### src/include/pssw_regs.svh
// Purpose: Constants for the power switch serial control slave
// Assumes: 40 MHz system clock, serial clock of at most 5 MHz
// Notes: Command and field layout of the 8-bit frame are placed here
//
// Overview of operation
// - Full-duplex slave on four serial lines
// - Access opens on select fall, closes on rise
// - Sample input on clock fall, launch on rise
// - Reset and sleep command restore register defaults
// - Select high: ignore clock, input; output floats
// - Select fall loads diagnosis into shift register
// - Select rise after whole bytes copies shift register into matrix, except a sleep command, which clears it
// - Select rise ending a whole-byte access clears diagnosis flags
// - Only valid commands are executed
// - Eight-bit frame, MSB first, command then data
// - Output floats until select low, MSB first
// - Current sense only when programmed, selected channel
// - Programmable option senses summed channel current
// - Daisy chain: shifted-in bits pass to output
// - Diagnosis latched, cleared after successful transfer
`ifndef PSSW_REGS_SVH
`define PSSW_REGS_SVH

// ==========================================================
// Frame layout
`define PSSW_FRAME_BITS 8
`define PSSW_CMD_MSB 7
`define PSSW_CMD_LSB 4
`define PSSW_DATA_MSB 3
`define PSSW_DATA_LSB 0

// ==========================================================
// Data field positions
`define PSSW_CH0_BIT 0
`define PSSW_CH1_BIT 1
`define PSSW_SENSE_EN_BIT 0
`define PSSW_SENSE_SEL_BIT 1
`define PSSW_SENSE_SUM_BIT 2

// ==========================================================
// Reset values
`define PSSW_CHANNEL_RST 2'h0
`define PSSW_MATRIX_RST 8'h00
`define PSSW_DIAG_RST 8'h00

`endif

### src/include/pssw_pkg.sv
// Purpose: Types for the power switch serial control slave
// Assumes: Included constants live in pssw_regs.svh
// Notes: Command codes are four bits wide
package pssw_pkg;

  // ==========================================================
  // Frame tracking state
  typedef enum logic [0:0] {
    PSSW_ST_IDLE = 1'b0,
    PSSW_ST_FRAME = 1'b1
  } pssw_state_t;

  // ==========================================================
  // Command codes
  typedef enum logic [3:0] {
    PSSW_CMD_NOP = 4'h0,
    PSSW_CMD_CHANNEL = 4'h1,
    PSSW_CMD_SENSE = 4'h2,
    PSSW_CMD_SLEEP = 4'h3,
    PSSW_CMD_WAKE = 4'h4
  } pssw_cmd_t;

endpackage

### src/rtl/pssw_spi_slave.sv
// Purpose: Serial control and diagnosis slave of a dual-channel power switch
// Assumes: Serial pins are asynchronous to clk_in and sampled twice
// Notes: Serial clock must stay below one fifth of clk_in
`timescale 1ns/1ps
`include "pssw_regs.svh"

module pssw_spi_slave
  import pssw_pkg::*;
(
  input wire logic clk_in,
  input wire logic rst_in,
  input wire logic cs_n_in,
  input wire logic sclk_in,
  input wire logic si_in,
  output logic so_out,
  output logic so_oe_n_out,
  input wire logic [7:0] fault_in,
  output logic [7:0] diag_out,
  output logic [7:0] matrix_out,
  output logic [1:0] channel_on_out,
  output logic sleep_out,
  output logic current_sense_enable_out,
  output logic current_sense_channel_out,
  output logic current_sense_sum_out,
  output logic frame_error_out
);

  // ==========================================================
  // Pin synchronisers
  logic cs_s1_reg, cs_s2_reg, cs_d_reg;
  logic sclk_s1_reg, sclk_s2_reg, sclk_d_reg;
  logic si_s1_reg, si_s2_reg;

  always_ff @(posedge clk_in or posedge rst_in) begin
    if (rst_in) begin
      cs_s1_reg <= 1'b1;
      cs_s2_reg <= 1'b1;
      cs_d_reg <= 1'b1;
      sclk_s1_reg <= 1'b0;
      sclk_s2_reg <= 1'b0;
      sclk_d_reg <= 1'b0;
      si_s1_reg <= 1'b0;
      si_s2_reg <= 1'b0;
    end else begin
      cs_s1_reg <= cs_n_in;
      cs_s2_reg <= cs_s1_reg;
      cs_d_reg <= cs_s2_reg;
      sclk_s1_reg <= sclk_in;
      sclk_s2_reg <= sclk_s1_reg;
      sclk_d_reg <= sclk_s2_reg;
      si_s1_reg <= si_in;
      si_s2_reg <= si_s1_reg;
    end
  end

  // ==========================================================
  // Edge events
  // Clock edges count only while selected; the master keeps clock low at select edges
  logic cs_fall, cs_rise, sclk_fall, sclk_rise;
  assign cs_fall = cs_d_reg & ~cs_s2_reg;
  assign cs_rise = ~cs_d_reg & cs_s2_reg;
  assign sclk_fall = sclk_d_reg & ~sclk_s2_reg & ~cs_s2_reg & ~cs_d_reg;
  assign sclk_rise = ~sclk_d_reg & sclk_s2_reg & ~cs_s2_reg & ~cs_d_reg;

  // ==========================================================
  // Frame tracking
  pssw_state_t state_reg;
  logic [2:0] bit_cnt_reg;
  logic got_byte_reg;
  logic frame_ok;

  always_ff @(posedge clk_in or posedge rst_in) begin
    if (rst_in) begin
      state_reg <= PSSW_ST_IDLE;
    end else begin
      case (state_reg)
        PSSW_ST_IDLE: begin
          if (cs_fall) begin
            state_reg <= PSSW_ST_FRAME;
          end
        end
        PSSW_ST_FRAME: begin
          if (cs_rise) begin
            state_reg <= PSSW_ST_IDLE;
          end
        end
        default: begin
          state_reg <= PSSW_ST_IDLE;
        end
      endcase
    end
  end

  always_ff @(posedge clk_in or posedge rst_in) begin
    if (rst_in) begin
      bit_cnt_reg <= 3'h0;
      got_byte_reg <= 1'b0;
    end else if (cs_fall) begin
      bit_cnt_reg <= 3'h0;
      got_byte_reg <= 1'b0;
    end else if (sclk_fall) begin
      bit_cnt_reg <= bit_cnt_reg + 3'h1;
      if (bit_cnt_reg == 3'h7) begin
        got_byte_reg <= 1'b1;
      end
    end
  end

  // Whole bytes only; a chain may carry several, the last eight received are ours
  assign frame_ok = (state_reg == PSSW_ST_FRAME) && (bit_cnt_reg == 3'h0) && got_byte_reg;

  always_ff @(posedge clk_in or posedge rst_in) begin
    if (rst_in) begin
      frame_error_out <= 1'b0;
    end else if (cs_rise) begin
      frame_error_out <= ~frame_ok;
    end
  end

  // ==========================================================
  // Shift register and serial output
  logic [7:0] shift_reg;
  logic [7:0] diag_reg;
  logic so_reg;

  always_ff @(posedge clk_in or posedge rst_in) begin
    if (rst_in) begin
      shift_reg <= `PSSW_DIAG_RST;
    end else if (cs_fall) begin
      shift_reg <= diag_reg;
    end else if (sclk_fall) begin
      shift_reg <= {shift_reg[6:0], si_s2_reg};
    end
  end

  always_ff @(posedge clk_in or posedge rst_in) begin
    if (rst_in) begin
      so_reg <= 1'b0;
    end else if (cs_fall) begin
      so_reg <= diag_reg[7];
    end else if (sclk_rise) begin
      so_reg <= shift_reg[7];
    end
  end

  assign so_out = so_reg;
  assign so_oe_n_out = cs_s2_reg | cs_d_reg;

  // ==========================================================
  // Diagnosis latch
  // Set wins over clear so a fault during the closing edge is not lost
  logic diag_clear;
  assign diag_clear = cs_rise & frame_ok;

  always_ff @(posedge clk_in or posedge rst_in) begin
    if (rst_in) begin
      diag_reg <= `PSSW_DIAG_RST;
    end else if (diag_clear) begin
      diag_reg <= fault_in;
    end else begin
      diag_reg <= diag_reg | fault_in;
    end
  end

  assign diag_out = diag_reg;

  // ==========================================================
  // Input matrix and command execution
  logic [7:0] matrix_reg;
  logic [1:0] channel_reg;
  logic sleep_reg, sense_en_reg, sense_sel_reg, sense_sum_reg;
  pssw_cmd_t cmd;
  logic [3:0] data;
  logic cmd_valid, exec;

  assign cmd = pssw_cmd_t'(shift_reg[`PSSW_CMD_MSB:`PSSW_CMD_LSB]);
  assign data = shift_reg[`PSSW_DATA_MSB:`PSSW_DATA_LSB];
  assign cmd_valid = (cmd == PSSW_CMD_NOP) || (cmd == PSSW_CMD_CHANNEL) || (cmd == PSSW_CMD_SENSE)
    || (cmd == PSSW_CMD_SLEEP) || (cmd == PSSW_CMD_WAKE);
  assign exec = cs_rise & frame_ok & cmd_valid;

  always_ff @(posedge clk_in or posedge rst_in) begin
    if (rst_in) begin
      matrix_reg <= `PSSW_MATRIX_RST;
    end else if (exec && cmd == PSSW_CMD_SLEEP) begin
      matrix_reg <= `PSSW_MATRIX_RST;
    end else if (cs_rise && frame_ok) begin
      matrix_reg <= shift_reg;
    end
  end

  always_ff @(posedge clk_in or posedge rst_in) begin
    if (rst_in) begin
      channel_reg <= `PSSW_CHANNEL_RST;
      sense_en_reg <= 1'b0;
      sense_sel_reg <= 1'b0;
      sense_sum_reg <= 1'b0;
    end else if (exec) begin
      case (cmd)
        PSSW_CMD_CHANNEL: begin
          channel_reg <= {data[`PSSW_CH1_BIT], data[`PSSW_CH0_BIT]};
        end
        PSSW_CMD_SENSE: begin
          sense_en_reg <= data[`PSSW_SENSE_EN_BIT];
          sense_sel_reg <= data[`PSSW_SENSE_SEL_BIT];
          sense_sum_reg <= data[`PSSW_SENSE_SUM_BIT];
        end
        PSSW_CMD_SLEEP: begin
          channel_reg <= `PSSW_CHANNEL_RST;
          sense_en_reg <= 1'b0;
          sense_sel_reg <= 1'b0;
          sense_sum_reg <= 1'b0;
        end
        default: begin
          channel_reg <= channel_reg;
        end
      endcase
    end
  end

  // Sleep holds channel outputs and current sense enable off until a wake command arrives
  always_ff @(posedge clk_in or posedge rst_in) begin
    if (rst_in) begin
      sleep_reg <= 1'b0;
    end else if (exec && cmd == PSSW_CMD_SLEEP) begin
      sleep_reg <= 1'b1;
    end else if (exec && cmd == PSSW_CMD_WAKE) begin
      sleep_reg <= 1'b0;
    end
  end

  assign matrix_out = matrix_reg;
  assign channel_on_out = sleep_reg ? 2'h0 : channel_reg;
  assign sleep_out = sleep_reg;
  assign current_sense_enable_out = sense_en_reg & ~sleep_reg;
  assign current_sense_channel_out = sense_sel_reg;
  assign current_sense_sum_out = sense_sum_reg;
endmodule

### config.mk
export PLATFORM = sky130hd
export DESIGN_NAME = pssw_spi_slave
export DESIGN_NICKNAME = d
export VERILOG_FILES = /design/src/include/pssw_pkg.sv /design/src/rtl/pssw_spi_slave.sv
export VERILOG_INCLUDE_DIRS = /design/src /design/src/include
export SDC_FILE = /design/constraint.sdc
export NUM_CORES = 1
export LEC_CHECK = 0
export BUFFER_PORTS_ARGS = -buffer_cell sky130_fd_sc_hd__buf_2
export CAP_MARGIN = 30
export CORE_MARGIN = 2
export CORE_UTILIZATION = 50
export CTS_BUF_LIST = sky130_fd_sc_hd__clkbuf_8
export CTS_CLUSTER_SIZE = 28
export DETAILED_ROUTE_END_ITERATION = 8
export GPL_TIMING_DRIVEN = 0
export PLACE_DENSITY = 0.82
export SYNTH_ARGS = -nofsm -noshare
export SYNTH_HDL_FRONTEND = slang
export SYNTH_SLANG_ARGS = --single-unit
export TNS_END_PERCENT = 100
### constraint.sdc
create_clock -name clk_in -period 2 [get_ports clk_in]
set_input_delay 0 -clock clk_in [delete_from_list [all_inputs] [get_ports clk_in]]
set_output_delay 0 -clock clk_in [all_outputs]
set_load 0.02 [all_outputs]
; Word level (Yosys, flattened, before mapping)
; Cells that the tools add are included.
[totals]
register_bits = 45
latch_bits = 0
ram_bits = 0
mem_bits_ro = 0
in_bits = 13
out_inout_bits = 25
wordCells = 90
mem_count = 0
[classes]
addsub = 1
n_mul = 0
div_mod_pow = 0
order_cmp = 0
eq_ne = 5
shift = 0
muxes = 22
bitwise_logic = 20
n_reduce_logical = 21
[ops]
columns = cell, count
row1 = 8-bit 2-to-1 mux, 5
row2 = 2-bit nonzero test, 7
row3 = 1-bit AND, 11
row4 = 1-bit 2-to-1 mux, 9
row5 = 4-bit by 2-bit == test with 1-bit output (second input constant), 2
row6 = 8-bit OR, 1
row7 = 1-bit one-hot mux with 2 select lines, 4
row8 = 1-bit inverter, 7
row9 = 3-bit 2-to-1 mux, 2
row10 = 2-bit AND reduction, 3
row11 = 1-bit logical AND, 5
row12 = 4-bit by 1-bit == test with 1-bit output (second input constant), 1
row13 = 4-bit by 3-bit == test with 1-bit output (second input constant), 1
row14 = 4-bit zero test, 1
row15 = 1-bit logical OR, 4
row16 = 2-bit one-hot mux with 2 select lines, 1
row17 = 3-bit by 1-bit adder with 3-bit output (second input constant), 1
row18 = 3-bit == test (second input constant), 1
row19 = 3-bit zero test, 1
row20 = 2-bit 2-to-1 mux, 1
row21 = 1-bit OR, 1

; Longest topological paths before layout
[depth]
ltp_word = 9
depth_mapped = 7
depth_no_buf = 5

; Worst setup path after synthesis
; No wires, ideal clock.
[synth_timing]
kind = reg-to-reg
from = register cs_d_reg
to = register shift_reg[1]
setup_time_ns = 0.125
t_arrival_ns = 1.581
required_ns = 1.875
path_slack_ns = 0.295
path_stages_with_launch = 5
path_buffers = 1
synth_period_minus_slack_ns = 1.705
path_cell_list = dfstp_2 nor2b_1 buf_4 mux2_2 mux2_2
[synth_between]
elab_chain_len = 3
elab_cells_between_ends = 5
classes_between = mux: 1 / bitwise: 3 / reduce/logical: 1
[synth_lines]
columns = element, line
row1 = start: declaration, pssw_spi_slave.sv:30  ; logic cs_s1_reg, cs_s2_reg, cs_d_reg;
row2 = start signal: assignment, pssw_spi_slave.sv:47  ; cs_d_reg <= cs_s2_reg;
row3 = 1-bit inverter, pssw_spi_slave.sv:62  ; assign sclk_fall = sclk_d_reg & ~sclk_s2_reg & ~cs_s2_reg & ~cs_d_reg;
row4 = 1-bit AND, pssw_spi_slave.sv:62
row5 = 2-bit nonzero test (no line), -
row6 = end signal: assignment, pssw_spi_slave.sv:128  ; shift_reg <= `PSSW_DIAG_RST;
row7 = end signal: assignment, pssw_spi_slave.sv:130  ; shift_reg <= diag_reg;
row8 = end signal: assignment, pssw_spi_slave.sv:132  ; shift_reg <= {shift_reg[6:0], si_s2_reg};
row9 = end: declaration, pssw_spi_slave.sv:122  ; logic [7:0] shift_reg;
; Several ways; a longest one is shown, not always the timed one.
; A chain may end at the register's enable or synchronous reset.

; Worst setup path in the final report
[layout_timing]
from = register cs_d_reg
to = register shift_reg[3]
; Same word-level chain as after synthesis.

==> flow_summary.json <==
{
  "peakVddDrop_mv": 0.654,
  "ys_warn_count": 0,
  "regToRegEndpoint": "shift_reg[3]",
  "synth_commonest_cells": "dfrtp_1 (42), mux2_2 (17), a21o_2 (9)",
  "skew_ps": 8.54,
  "grtUsageTotal_pct": 20.5,
  "core_region_area_mm2": 0.00366,
  "cap_violations": 0,
  "cp-start-kind": "flop",
  "grt_setup_unrepaired": "no",
  "worstMarginPinSlew_ps": 904,
  "r2r_cells": 4,
  "n_antenna_cell": 0,
  "antenna_found_initial": 0,
  "cts_root_buf": "clkbuf_8",
  "fin_crit_sh_pct": 91.7,
  "synth_ff_type": "dfrtp_1",
  "regArea_mm2": 0.00113,
  "drcViolationCount": 0,
  "route.vias.total": 1280,
  "swShare_pct": 23.7,
  "final.min_clock_period_ps": 1830,
  "maxSlewViolCount": 0,
  "syn2layout_area_growth_pct": 25.2,
  "slew_headroom_pct": 39.7,
  "critPathMaxFanout": 10,
  "r2r_slack_ps": 170,
  "path_class": "reg2reg",
  "start_util_pct": 52.3,
  "grt_pass1_vias": 1380,
  "ys_seq_area_share_pct": 59.0,
  "grt_first_pass_wirelength_um": 6620,
  "worstSetupEndpointType": "flop",
  "power_frac_seq_pct": 53.4,
  "drive_above_1_share_pct": 46.5,
  "cts_hold_buf": 12,
  "finalSetupTns_ps": 0,
  "io_pins": 38,
  "syn-num-nets": 157,
  "grt-ovfl-total": 0,
  "max_stage_delay_ps": 570,
  "slowest_stage": "dfstp_2",
  "avgSynthCellArea_um2": 13.6,
  "postCtsSetupBuffers": 0,
  "cts_tree": "yes",
  "fillers": 283,
  "cp-startpoint": "cs_d_reg",
  "cts.sinks": 45,
  "die_h_um": 65.9,
  "drt-pass1-iter-count": 5,
  "grt_max_degree": 46,
  "cts_resized": 0,
  "power.density_mw_per_mm2": 816,
  "p_sw_uw": 464,
  "drtAntennaViolNets": 0,
  "post_drt_wl_per_cell_um": 15.4,
  "viasPerCell": 5.20,
  "outcome": "completed",
  "die-area_mm2": 0.00434,
  "layout.nets": 213,
  "power_frac_comb_pct": 10.7,
  "yosys.area.top_type": "dfrtp_1",
  "die_width_um": 65.9,
  "port_buffers": 37,
  "worstPathRequired_ps": 2190,
  "synth_top_area_share_pct": 54.9,
  "htreeDepth": 2,
  "endpoint": "shift_reg[3]",
  "fmax_mhz": 545,
  "hold_path.class": "in2reg",
  "crit_arrival_ps": 2020,
  "cts.clk_slew.worst_paths_ps": 80,
  "synth-seq-cells": 45,
  "internal-power_mw": 1.49,
  "power_frac_clock_pct": 35.9,
  "netlist_instances": 141,
  "r2r_start": "cs_d_reg",
  "crit_chain": "nor2b_1 > buf_4 > mux2_2 > mux2_2",
  "yosysMostFrequentCell": "dfrtp_1",
  "cp_common_cell": "mux2_2",
  "gp_congestion": 0.734,
  "multi_input_area_um2": 702,
  "place_hpwl_um": 2500,
  "power_leakage_nw": 1.10,
  "synth_area_leaders": "dfrtp_1 (55%), mux2_2 (10%), dfstp_2 (4.1%)",
  "cts_made_buffers": 5,
  "clk-insertion-delay-late_ps": 300,
  "synthArstFlopShare_pct": 100,
  "final_area_mm2": 0.00240,
  "ys_types": 34,
  "synth_edf_count": 0,
  "drtIter0Drc": 57,
  "cts.path.max_buffers": 2,
  "rows": 22,
  "finalWirelength_um": 3790,
  "finalHoldViolCount": 0,
  "finalSetupViolations": 0,
  "netlist_area_mm2": 0.00191,
  "postPlaceCellArea_mm2": 0.00216
}
-- stage by stage --
stage / power (mW) / utilization [%] / hold WS, ps / setup WS, ps / cells
floorplan: 1.18 / - / 4.48 / 295 / 141
global placement: 1.23 / 59.0 / 107 / 174 / 226
detailed placement: 1.25 / 59.0 / 107 / 153 / 226
CTS: 1.97 / 65.4 / 330 / 138 / 246
global route: 2.04 / 65.4 / 338 / 12.5 / 246
finish: 1.95 / 65.4 / 342 / 166 / 246
-- worst min-delay path by stage --
stage / from / to / slack, ps / depth (start not counted)
after CTS: si_in / si_s1_reg / 330 / 2
final: cs_n_in / cs_s1_reg / 340 / 2
after floorplan: cs_n_in / cs_s1_reg / 4 / 0
after global placement: cs_n_in / cs_s1_reg / 110 / 1
after global routing: sclk_in / sclk_s1_reg / 340 / 2
after detailed placement: cs_n_in / cs_s1_reg / 110 / 1
-- critical path: cells and delay by family (launching register included) --
kind	cells	cell delay, ps
buffers and inverters	1	240
flip-flops	1	570
multiplexers	2	600
AND/OR/NAND/NOR	1	300
-- final cells by class --
type / count / share of cell area (%)
Buffer: 5 / 2.19
Clock buffer: 6 / 3.45
Clock inverter: 2 / 1.41
Inverter: 8 / 1.25
Multi-Input combinational cell: 83 / 29.3
Sequential cell: 45 / 47.2
Tap cell: 48 / 2.51
Timing Repair Buffer: 49 / 12.7
-- layer usage --
| layer | share of wire [%] | global-route usage [%] | up-vias | routed length (um) |
|---|---|---|---|---|
| li1 | - | - | 604 | - |
| met1 | 42 | 25.6 | 631 | 1580 |
| met2 | 52 | 33.8 | 39 | 1970 |
| met3 | 4.9 | 5.96 | 6 | 184 |
| met4 | 1.5 | 7.03 | 0 | 55 |
| met5 | 0 | 0 | - | 0 |
-- logic make-up after synthesis --
logic type      share of synthesized area (%)
buf+inv                                  4.31
mux                                      12.1
simple gates                             11.1
flops                                    59.0
fa+ha+maj                                1.96
compound gates                           11.5
-- layout by cell type (no fill, tap or decap), drive strengths merged --
cell	count
or2	2
clkbuf	6
a21oi	3
a22oi	1
nor2	2
nand2	8
o21ai	7
dfstp	3
or3b	3
mux2	17
nand4b	1
a21o	9
a221o	1
nor4b	1
nor3b	1
mux2i	4
nand2b	3
o31a	1
nor3	3
ha	3
inv	9
dlygate4sd3	12
dfrtp	42
o22a	1
nor2b	5
bufinv	1
nor4bb	2
buf	42
a22o	5
-- power by group through the flow --
stage | sequential, mW | clock (mW) | combinational [mW]
floorplan | 1.03 | 0 | 0.149
global placement | 1.05 | 0 | 0.182
detailed placement | 1.06 | 0 | 0.192
CTS | 1.04 | 0.711 | 0.212
global route | 1.05 | 0.759 | 0.232
finish | 1.04 | 0.701 | 0.210
No activity file was read; power rests on OpenSTA's default activity.
